**config.mk**
```make
export PLATFORM = sky130hd
export DESIGN_NAME = rsu_port
export DESIGN_NICKNAME = d
export VERILOG_FILES = /design/src/rtl/rsu_pkg.sv /design/src/rtl/rsu_port.sv /design/src/rtl/rsu_rxmem.sv
export SDC_FILE = /design/constraint.sdc
export NUM_CORES = 1
export LEC_CHECK = 0
export BUFFER_PORTS_ARGS = -buffer_cell sky130_fd_sc_hd__buf_4
export CAP_MARGIN = 30
export CORE_MARGIN = 4
export CORE_UTILIZATION = 45
export CTS_CLUSTER_SIZE = 25
export DETAILED_ROUTE_END_ITERATION = 16
export GPL_TIMING_DRIVEN = 0
export SKIP_LAST_GASP = 1
export SLEW_MARGIN = 20
export SYNTH_ARGS = -nofsm -noshare
export SYNTH_HDL_FRONTEND = slang
export SYNTH_SLANG_ARGS = --single-unit
```
**constraint.sdc**
```tcl
create_clock -name CLK -period 4.4 [get_ports CLK]
set_input_delay 0.44 -clock CLK [delete_from_list [all_inputs] [get_ports CLK]]
set_output_delay 0.44 -clock CLK [all_outputs]
set_load 0.02 [all_outputs]
```
**src/rtl/rsu_pkg.sv**
```systemverilog
// Constants and types for the RS485 UART port with switch address decode
`default_nettype none
// ============================================================
package rsu_pkg;
    // ============================================================
    // Clocking: crystal rate is synthesised by a phase accumulator
    localparam int          CLK_HZ   = 100_000_000;
    localparam int          XTAL_HZ  = 3_686_400;
    localparam int          NCO_W    = 20;
    localparam logic [20:0] NCO_MOD  = 21'(CLK_HZ / 100);
    localparam logic [20:0] NCO_STEP = 21'(XTAL_HZ / 100);
    localparam logic [3:0]  OVS_LAST = 4'hf;
    localparam logic [3:0]  OVS_HALF = 4'h7;

    // ============================================================
    // Host decode and register offsets
    localparam int         ADDR_HI  = 9;
    localparam int         ADDR_LO  = 3;
    localparam int         OFS_HI   = 2;
    localparam logic [2:0] OFS_DATA = 3'h0;
    localparam logic [2:0] OFS_IER  = 3'h1;
    localparam logic [2:0] OFS_IIR  = 3'h2;
    localparam logic [2:0] OFS_LCR  = 3'h3;
    localparam logic [2:0] OFS_MCR  = 3'h4;
    localparam logic [2:0] OFS_LSR  = 3'h5;
    localparam logic [2:0] OFS_SCR  = 3'h7;

    // ============================================================
    // Field positions and reset values
    localparam int          MCR_RTS   = 1;
    localparam int          MCR_IRQG  = 3;
    localparam int          MCR_W     = 5;
    localparam int          IER_RX    = 0;
    localparam int          IER_TX    = 1;
    localparam int          IER_W     = 2;
    localparam logic [7:0]  LCR_RST   = 8'h00;
    localparam logic [4:0]  MCR_RST   = 5'h00;
    localparam logic [15:0] DIV_RST   = 16'h0000;
    localparam logic [7:0]  IIR_NONE  = 8'h01;
    localparam logic [7:0]  IIR_THRE  = 8'h02;
    localparam logic [7:0]  IIR_RDA   = 8'h04;
    localparam logic [2:0]  WLS_BASE  = 3'h4;
    localparam logic [3:0]  CHAR_BASE = 4'h7;

    // ============================================================
    // Receive store
    localparam int RX_AW = 4;

    typedef struct packed {
        logic       divisor_access_select;
        logic       brk;
        logic       stick;
        logic       eps;
        logic       pen;
        logic       stb;
        logic [1:0] wls;
    } rsu_lcr_t;

    typedef struct packed {
        logic       rd;
        logic       wr;
        logic [9:0] addr;
        logic [7:0] wdata;
    } rsu_bus_req_t;

    typedef enum logic [2:0] {
        ST_IDLE,
        ST_START,
        ST_DATA,
        ST_PAR,
        ST_STOP
    } rsu_ser_st_t;
endpackage
`default_nettype wire

```
**src/rtl/rsu_port.sv**
```systemverilog
// RS485 UART port: host decode, registers, baud, transmit, receive
`timescale 1ns/1ps
`default_nettype none
module rsu_port (
    input  wire logic                  CLK,
    input  wire logic                  NRST,
    input  wire rsu_pkg::rsu_bus_req_t BUS,
    input  wire logic [6:0]            SWITCH_OFF,
    input  wire logic                  AUTO_DRV,
    input  wire logic                  ECHO_EN,
    input  wire logic                  RXD,
    output logic      [7:0]            D_OUT,
    output logic                       D_OE_N,
    output logic                       IRQ,
    output logic                       TXD,
    output logic                       RTS,
    output logic                       DRV_EN,
    output logic                       RX_EN
);
    import rsu_pkg::*;

    function automatic logic [7:0] len_mask(input logic [1:0] wls);
        len_mask = 8'hff >> (3'h3 - {1'b0, wls});
    endfunction

    function automatic logic par_bit(input logic [7:0] d, input rsu_lcr_t l);
        logic [7:0] m;
        m = d & len_mask(l.wls);
        if (l.stick) begin
            par_bit = ~l.eps;
        end else begin
            par_bit = l.eps ? ^m : ~^m;
        end
    endfunction

    function automatic logic [2:0] last_idx(input logic [1:0] wls);
        last_idx = {1'b0, wls} + WLS_BASE;
    endfunction

    // ============================================================
    // Host decode
    logic       hit;
    logic [2:0] ofs;
    logic       rd_hit;
    logic       wr_hit;
    assign hit    = (BUS.addr[ADDR_HI:ADDR_LO] == SWITCH_OFF);
    assign ofs    = BUS.addr[OFS_HI:0];
    assign rd_hit = BUS.rd & hit;
    assign wr_hit = BUS.wr & hit;

    // ============================================================
    // Software registers
    rsu_lcr_t         lcr_r;
    logic [MCR_W-1:0] mcr_r;
    logic [IER_W-1:0] ier_r;
    logic [15:0]      div_r;
    logic [7:0]       scr_r;
    logic             dsel;
    assign dsel = lcr_r.divisor_access_select;
    always_ff @(posedge CLK or negedge NRST) begin
        if (!NRST) begin
            lcr_r <= LCR_RST;
            mcr_r <= MCR_RST;
            ier_r <= '0;
            div_r <= DIV_RST;
            scr_r <= 8'h00;
        end else if (wr_hit) begin
            case (ofs)
                OFS_DATA: if (dsel) div_r[7:0] <= BUS.wdata;
                OFS_IER: begin
                    if (dsel) begin
                        div_r[15:8] <= BUS.wdata;
                    end else begin
                        ier_r <= BUS.wdata[IER_W-1:0];
                    end
                end
                OFS_LCR: lcr_r <= BUS.wdata;
                OFS_MCR: mcr_r <= BUS.wdata[MCR_W-1:0];
                OFS_SCR: scr_r <= BUS.wdata;
                default: ;
            endcase
        end
    end

    // ============================================================
    // Baud ticks: crystal rate, halved, then divided to 16x bit rate
    logic [NCO_W-1:0] nco_r;
    logic [NCO_W:0]   nco_sum;
    logic             xt_r;
    logic             half_r;
    logic [15:0]      bdc_r;
    logic             h_tick;
    logic             tick16;
    assign nco_sum = {1'b0, nco_r} + NCO_STEP;
    assign h_tick  = xt_r & half_r;
    // Divisor zero stops the clock instead of running at an odd rate
    assign tick16  = h_tick && (div_r != DIV_RST)
                     && (bdc_r == div_r - 16'h0001);
    always_ff @(posedge CLK or negedge NRST) begin
        if (!NRST) begin
            nco_r  <= '0;
            xt_r   <= 1'b0;
            half_r <= 1'b0;
            bdc_r  <= '0;
        end else begin
            xt_r <= (nco_sum >= NCO_MOD);
            if (nco_sum >= NCO_MOD) begin
                nco_r <= NCO_W'(nco_sum - NCO_MOD);
            end else begin
                nco_r <= nco_sum[NCO_W-1:0];
            end
            if (xt_r) begin
                half_r <= ~half_r;
            end
            if (h_tick) begin
                bdc_r <= (tick16 || bdc_r >= div_r) ? 16'h0000
                                                    : bdc_r + 16'h0001;
            end
        end
    end

    // ============================================================
    // Transmitter
    rsu_ser_st_t tx_st_r;
    logic [7:0]  thr_r;
    logic        thr_full_r;
    logic [7:0]  tx_sh_r;
    logic        tx_par_r;
    logic [3:0]  tx_cnt_r;
    logic [2:0]  tx_idx_r;
    logic        tx_load;
    logic        tx_end;
    logic        tx_done;
    logic        thr_wr;
    assign thr_wr  = wr_hit && ofs == OFS_DATA && !dsel;
    assign tx_load = (tx_st_r == ST_IDLE) && thr_full_r;
    assign tx_end  = tick16 && tx_cnt_r == OVS_LAST;
    assign tx_done = (tx_st_r == ST_STOP) && tx_end
                     && !(lcr_r.stb && tx_idx_r == 3'h0);

    always_ff @(posedge CLK or negedge NRST) begin
        if (!NRST) begin
            thr_r      <= 8'h00;
            thr_full_r <= 1'b0;
        end else if (thr_wr) begin
            thr_r      <= BUS.wdata;
            thr_full_r <= 1'b1;
        end else if (tx_load) begin
            thr_full_r <= 1'b0;
        end
    end

    always_ff @(posedge CLK or negedge NRST) begin
        if (!NRST) begin
            tx_st_r  <= ST_IDLE;
            tx_sh_r  <= 8'h00;
            tx_par_r <= 1'b0;
            tx_cnt_r <= '0;
            tx_idx_r <= '0;
        end else begin
            if (tx_st_r == ST_IDLE) begin
                tx_cnt_r <= '0;
            end else if (tick16) begin
                tx_cnt_r <= tx_cnt_r + 4'h1;
            end
            case (tx_st_r)
                ST_IDLE: if (tx_load) begin
                    tx_sh_r  <= thr_r;
                    tx_par_r <= par_bit(thr_r, lcr_r);
                    tx_st_r  <= ST_START;
                end
                ST_START: if (tx_end) begin
                    tx_idx_r <= '0;
                    tx_st_r  <= ST_DATA;
                end
                ST_DATA: if (tx_end) begin
                    tx_sh_r  <= tx_sh_r >> 1;
                    tx_idx_r <= tx_idx_r + 3'h1;
                    if (tx_idx_r == last_idx(lcr_r.wls)) begin
                        tx_idx_r <= '0;
                        tx_st_r  <= lcr_r.pen ? ST_PAR : ST_STOP;
                    end
                end
                ST_PAR: if (tx_end) begin
                    tx_idx_r <= '0;
                    tx_st_r  <= ST_STOP;
                end
                ST_STOP: if (tx_end) begin
                    if (tx_done) begin
                        tx_st_r <= ST_IDLE;
                    end else begin
                        tx_idx_r <= 3'h1;
                    end
                end
                default: tx_st_r <= ST_IDLE;
            endcase
        end
    end

    always_ff @(posedge CLK or negedge NRST) begin
        if (!NRST) begin
            TXD <= 1'b1;
        end else if (lcr_r.brk) begin
            TXD <= 1'b0;
        end else begin
            case (tx_st_r)
                ST_START: TXD <= 1'b0;
                ST_DATA:  TXD <= tx_sh_r[0];
                ST_PAR:   TXD <= tx_par_r;
                default:  TXD <= 1'b1;
            endcase
        end
    end

    // ============================================================
    // Driver control: hold covers one character time at current format
    logic [7:0] hold_r;
    logic       drv_auto;
    assign drv_auto = thr_full_r || tx_st_r != ST_IDLE || hold_r != 8'h00;
    always_ff @(posedge CLK or negedge NRST) begin
        if (!NRST) begin
            hold_r <= 8'h00;
            DRV_EN <= 1'b0;
        end else begin
            if (tx_done) begin
                hold_r <= {CHAR_BASE + {2'b00, lcr_r.wls}
                           + {3'b000, lcr_r.pen}
                           + {3'b000, lcr_r.stb}, 4'h0};
            end else if (tick16 && hold_r != 8'h00) begin
                hold_r <= hold_r - 8'h01;
            end
            DRV_EN <= AUTO_DRV ? drv_auto
                               : mcr_r[MCR_RTS];
        end
    end
    assign RTS   = mcr_r[MCR_RTS];
    assign RX_EN = ECHO_EN | ~DRV_EN;

    // ============================================================
    // Receiver
    rsu_ser_st_t      rx_st_r;
    logic             rx_line;
    logic [7:0]       rx_sh_r;
    logic             rx_par_r;
    logic [3:0]       rx_cnt_r;
    logic [2:0]       rx_idx_r;
    logic             rx_smp;
    logic             rx_push;
    logic [RX_AW:0]   wp_r;
    logic [RX_AW:0]   rp_r;
    logic             full;
    logic             pop;
    logic             dr_r;
    logic [7:0]       mem_q;
    logic             oe_r;
    logic             pe_r;
    logic             fe_r;
    logic             bi_r;
    logic             lsr_rd;
    // Echo off: line reads idle while driving, so no self-reception
    assign rx_line = !DRV_EN ? RXD : (ECHO_EN ? TXD : 1'b1);
    assign rx_smp  = tick16 && rx_cnt_r == OVS_LAST;
    assign rx_push = (rx_st_r == ST_STOP) && rx_smp;
    assign full    = (wp_r[RX_AW] != rp_r[RX_AW])
                     && (wp_r[RX_AW-1:0] == rp_r[RX_AW-1:0]);
    assign pop     = rd_hit && ofs == OFS_DATA && !dsel && dr_r;
    assign lsr_rd  = rd_hit && ofs == OFS_LSR;

    always_ff @(posedge CLK or negedge NRST) begin
        if (!NRST) begin
            rx_st_r  <= ST_IDLE;
            rx_sh_r  <= 8'h00;
            rx_par_r <= 1'b0;
            rx_cnt_r <= '0;
            rx_idx_r <= '0;
        end else begin
            if (rx_st_r == ST_IDLE) begin
                rx_cnt_r <= '0;
            end else if (tick16) begin
                rx_cnt_r <= rx_cnt_r + 4'h1;
            end
            case (rx_st_r)
                ST_IDLE: if (!rx_line) begin
                    rx_sh_r <= 8'h00;
                    rx_st_r <= ST_START;
                end
                ST_START: if (tick16 && rx_cnt_r == OVS_HALF) begin
                    // Re-centre on mid-bit; a glitch aborts the frame
                    rx_cnt_r <= '0;
                    rx_idx_r <= '0;
                    rx_st_r  <= rx_line ? ST_IDLE : ST_DATA;
                end
                ST_DATA: if (rx_smp) begin
                    rx_sh_r[rx_idx_r] <= rx_line;
                    rx_idx_r <= rx_idx_r + 3'h1;
                    if (rx_idx_r == last_idx(lcr_r.wls)) begin
                        rx_st_r <= lcr_r.pen ? ST_PAR : ST_STOP;
                    end
                end
                ST_PAR: if (rx_smp) begin
                    rx_par_r <= rx_line;
                    rx_st_r  <= ST_STOP;
                end
                ST_STOP: if (rx_smp) rx_st_r <= ST_IDLE;
                default: rx_st_r <= ST_IDLE;
            endcase
        end
    end

    // Error flags: a new event in the clearing cycle wins
    always_ff @(posedge CLK or negedge NRST) begin
        if (!NRST) begin
            oe_r <= 1'b0;
            pe_r <= 1'b0;
            fe_r <= 1'b0;
            bi_r <= 1'b0;
        end else begin
            oe_r <= (rx_push && full) || (oe_r && !lsr_rd);
            pe_r <= (rx_push && lcr_r.pen
                     && rx_par_r != par_bit(rx_sh_r, lcr_r))
                    || (pe_r && !lsr_rd);
            fe_r <= (rx_push && !rx_line) || (fe_r && !lsr_rd);
            bi_r <= (rx_push && !rx_line && rx_sh_r == 8'h00)
                    || (bi_r && !lsr_rd);
        end
    end

    // Overrun drops the newest character and keeps the stored ones
    always_ff @(posedge CLK or negedge NRST) begin
        if (!NRST) begin
            wp_r <= '0;
            rp_r <= '0;
            dr_r <= 1'b0;
        end else begin
            if (rx_push && !full) begin
                wp_r <= wp_r + 1'b1;
            end
            if (pop) begin
                rp_r <= rp_r + 1'b1;
            end
            dr_r <= (wp_r != rp_r);
        end
    end

    rsu_rxmem u_rxmem (
        .clk   (CLK),
        .rst_n (NRST),
        .we    (rx_push && !full),
        .waddr (wp_r[RX_AW-1:0]),
        .wdata (rx_sh_r),
        .raddr (rp_r[RX_AW-1:0]),
        .rdata (mem_q)
    );

    // ============================================================
    // Interrupt source and host read path
    logic       thre_int_r;
    logic       thre;
    logic       temt;
    logic [7:0] iir_val;
    logic [7:0] rd_val;
    assign thre = ~thr_full_r;
    assign temt = thre && tx_st_r == ST_IDLE;
    always_comb begin
        if (ier_r[IER_RX] && dr_r) begin
            iir_val = IIR_RDA;
        end else if (ier_r[IER_TX] && thre_int_r) begin
            iir_val = IIR_THRE;
        end else begin
            iir_val = IIR_NONE;
        end
    end

    always_ff @(posedge CLK or negedge NRST) begin
        if (!NRST) begin
            thre_int_r <= 1'b0;
        end else begin
            thre_int_r <= tx_load || (thre_int_r && !thr_wr
                          && !(rd_hit && ofs == OFS_IIR
                               && iir_val == IIR_THRE));
        end
    end

    always_comb begin
        case (ofs)
            OFS_DATA: rd_val = dsel ? div_r[7:0]
                                    : (dr_r ? mem_q : 8'h00);
            OFS_IER:  rd_val = dsel ? div_r[15:8]
                                    : {6'h00, ier_r};
            OFS_IIR:  rd_val = iir_val;
            OFS_LCR:  rd_val = lcr_r;
            OFS_MCR:  rd_val = {3'h0, mcr_r};
            OFS_LSR:  rd_val = {1'b0, temt, thre, bi_r, fe_r, pe_r,
                                oe_r, dr_r};
            OFS_SCR:  rd_val = scr_r;
            default:  rd_val = 8'h00;
        endcase
    end

    always_ff @(posedge CLK or negedge NRST) begin
        if (!NRST) begin
            D_OUT  <= 8'h00;
            D_OE_N <= 1'b1;
            IRQ    <= 1'b0;
        end else begin
            D_OE_N <= ~rd_hit;
            if (rd_hit) begin
                D_OUT <= rd_val;
            end
            // Modem control bit 2 is stored but steers nothing
            IRQ <= mcr_r[MCR_IRQG] && iir_val != IIR_NONE;
        end
    end
endmodule
`default_nettype wire

```
**src/rtl/rsu_rxmem.sv**
```systemverilog
// Receive character store with registered read data
`timescale 1ns/1ps
`default_nettype none
module rsu_rxmem (
    input  wire logic                     clk,
    input  wire logic                     rst_n,
    input  wire logic                     we,
    input  wire logic [rsu_pkg::RX_AW-1:0] waddr,
    input  wire logic [7:0]               wdata,
    input  wire logic [rsu_pkg::RX_AW-1:0] raddr,
    output logic      [7:0]               rdata
);
    import rsu_pkg::*;

    logic [7:0] mem [2**RX_AW];

    always_ff @(posedge clk) begin
        if (we) begin
            mem[waddr] <= wdata;
        end
    end

    // Read port registered so the host data path sees a clean flop
    always_ff @(posedge clk or negedge rst_n) begin
        if (!rst_n) begin
            rdata <= 8'h00;
        end else begin
            rdata <= mem[raddr];
        end
    end
endmodule
`default_nettype wire

```
==> results.md <==
- Core box area: 0.0315 mm2
- Worst hold path type: in2reg
- Worst Tran Pin Value: 0.871 ns
- Post-synthesis sequential area ratio: 0.553
- H-tree levels: 1
- Max-Cap Viols: 0
- Crit path max fanout: 10
- Synth Area in Simple Gates: 0.135
- Worst setup margin: 0.245 ns
- Startpoint type of the worst setup path: register
- GR Util All Layers: 0.199
- P_sw: 1.19 mW
- Crit share post-route: 0.944
- Worst-Skew Late Latency: 0.58 ns
- Antenna-violating nets left: 0
- Max Transition Viols Final: 0
- Multiplexer area fraction after synthesis: 0.112
- Post-detail-place hpwl: 23.8 mm
- Layout fillers: 2710
- Reg clk slew, reported paths: 0.06 ns
- Finish-stage setup viols: 0
- R2r worst-path depth: 10
- Min Tclk post-route: 4.15 ns
- Router iterations before antenna repair: 5
- Post-route cell area: 0.0163 mm2
- # DRC: 0
- Fin util: 0.519
- Non-Filler Instances: 1679
- Syn. warnings: 0
- Cts bufs inserted: 31
- Reg2reg start: div_r[1]
- Placer Congestion: 0.918
- Max VDD drop: 0.359 mV
- Most common cell after layout, fill and taps aside: dfrtp_1
- Logic pwr share: 0.026
- R2R Setup Slk: 0.25 ns
- WL final: 34.0 mm
- Arrival @ worst endpoint: 4.36 ns
- Fmax: 241 MHz
- Synth Area in XOR/XNOR: 0.0576
- Hold_ws: 0.109 ns
- Post-Syn Instances: 1169
- Syn_area_per_cell: 12.2 um2
- CTS sink cnt: 290
- Rel. slew slack: 0.414
- Commonest non-fill, non-tap cells in the layout: dfrtp_1, edfxtp_1, nand2_1
- Critical Path End Type: register
- Endpoints failing hold: 0
- Clk network pwr share: 0.480
- Final layout net count: 1323
- Die span in x: 186 um
- Post-CTS Setup Bufs: 0
- Post-synth top flop: dfrtp_1
- Area delta synth->final: 14.2%
- Root buffer cell: clkbuf_16
- Worst reg2reg endpoint: u_rxmem.mem[3][5]
- Die area: 0.0347 mm2
- Crit path from: div_r[1]
- Vias per inst: 5.70
- Syn nets: 1240
- Global-route wire length before repair: 54.3 mm
- Antenna violations before repair: 0
- Routed WL per cell: 20.2 um
- TritonCTS clock tree: built
- Post-CTS sizing: 0
- Power per standard cell area: 352 mW/mm2
- Area after DPL: 0.0152 mm2
- Part of the power in registers: 0.494
- Layout cells sized above 1: 0.164
- Grt total ovfl: 0
- Post-synth cell types: 77
- Status: finished clean
- #FFs+latches synth: 290
- Synth Area in Adders: 0.0347
- DR iter-0 viols: 811
- Vias in the first global route: 9491
- Setup crit end: u_rxmem.mem[3][5]
- WS Path Type: reg2reg
- Diodes inserted: 0
- Synth Area in Compound Gates: 0.0802
- Routed vias: 9569
- Hold buffer count at cts: 1
- Worst endpoint required time: 4.61 ns
- # rows: 65
- Leakage: 6.66 nW
- # IOs: 46
- Bufs on Longest Clock Path: 3
- Inst Count DP: 1619
- Fraction of registers with async set/reset: 0.559
- Post-synth EDFFs: 128
- Largest family of logic cells by synthesized area: simple AND/OR/NAND/NOR gates
- Die Y-Extent: 186 um
- Post-Route Skew: 0.0163 ns
- Power Internal: 4.55 mW
- Largest net degree at the start of global routing: 58
- Initial core utilization: 0.454
- RSZ-0062 raised after global routing: no
- Port-buffer cells: 45
- Switching part of the total: 0.207
- Synthesized area: 0.0143 mm2
- Place WS: 0.215 ns
[power by group through the flow]
stage	clock network (mW)	logic [mW]	registers (mW)
final	2.76	0.148	2.84
after global routing	2.95	0.164	2.83
after CTS	2.82	0.151	2.83
after detailed placement	0	0.150	2.89
after global placement	0	0.142	2.89
after floorplan	0	0.0523	2.89
[logic make-up after synthesis]
family                     Yosys count
AOI/OAI and AO/OA                  167
and+or+nand+nor                    371
muxes                              104
buffers and inverters              104
adders and majority gates           39
xor gates and xnor gates            94
DFF                                290
[metrics by stage]
step | setup TNS, ns | power, mW
after detailed placement | 0 | 3.04
final | 0 | 5.74
after global placement | -1.15 | 3.03
after CTS | 0 | 5.80
after global routing | 0 | 5.95
after floorplan | 0 | 2.94
[routing by layer]
metal	vias to the layer above	part of all wire	track usage
met4	0	0.022	0.0469
met5	-	0	0
met2	218	0.47	0.318
met1	4798	0.46	0.293
met3	50	0.049	0.0251
li1	4503	-	-
[how the worst min path moves through the flow]
stage	from	endpoint	slack (ns)	cells after the start
5_1_grt	AUTO_DRV	DRV_EN	0.11	2
3_3_place_gp	nco_r[11]	nco_r[11]	0.46	1
2_1_floorplan	NRST	DRV_EN	0.14	0
6_report	AUTO_DRV	DRV_EN	0.11	2
3_5_place_dp	NRST	nco_r[18]	0.40	1
4_1_cts	AUTO_DRV	DRV_EN	0.09	2
[worst max-delay path, cell delays in order (launching register included)]
cell and delay, ns:
dfrtp_1 0.44, inv_1 0.12, ha_1 0.24, or4b_4 0.49
or3_1 0.37, a211oi_2 0.33, nand2_1 0.14, or4_4 0.51
nor3_4 0.38, nand2_1 0.17, nor3_2 0.59
[area by class of cell]
class / count / area (um2) / share of cell area
multi-input combinational: 775 / 6000 / 0.368
clock inverter: 23 / 280 / 0.0172
buffer: 57 / 225 / 0.0138
sequential: 290 / 7900 / 0.484
tap: 402 / 503 / 0.0308
inverter: 47 / 176 / 0.0108
timing repair buffer: 50 / 427 / 0.0261
clock buffer: 35 / 811 / 0.0497
[cell usage after synthesis (all sizes together), types with 3 or more instances]
master	count	area, um2
mux4	40	901
or2	3	18.8
nor2	75	282
o22a	7	61.3
nand3	38	195
clkbuf	46	173
mux2	49	552
o31ai	12	90.1
nand3b	3	22.5
a22oi	8	60.1
o22ai	4	25.0
nor2b	10	62.6
nor3b	4	30.0
xor2	40	350
nor3	22	121
ha	38	475
a31oi	10	62.6
nor4	18	140
or4	6	48.8
nand2b	11	68.8
o21ai	37	185
a41oi	4	35.0
edfxtp	128	3840
a22o	15	131
o311ai	3	26.3
a21oi	29	145
and2	11	68.8
o21a	6	45.0
dfrtp	160	4000
a31o	3	26.3
buf	11	52.6
inv	47	176
xnor2	54	473
and3	29	181
nand4	23	144
and4	3	26.3
nand2	94	355
mux2i	15	150
or4b	3	33.8
a21o	8	60.1
a32oi	3	26.3
or3	14	87.6
[flip-flops by register name, indices dropped and copies added (netlist names), 4 cells and up]
name,count
mcr_r,5
tx_sh_r,8
nco_r,14
lcr_r,7
scr_r,8
div_r,16
bdc_r,16
tx_cnt_r,4
rp_r,5
rx_sh_r,8
rx_cnt_r,4
u_rxmem.mem,128
thr_r,8
hold_r,8
wp_r,5
u_rxmem.rdata,8
D_OUT,8
No activity file was read; power rests on OpenSTA's default activity.
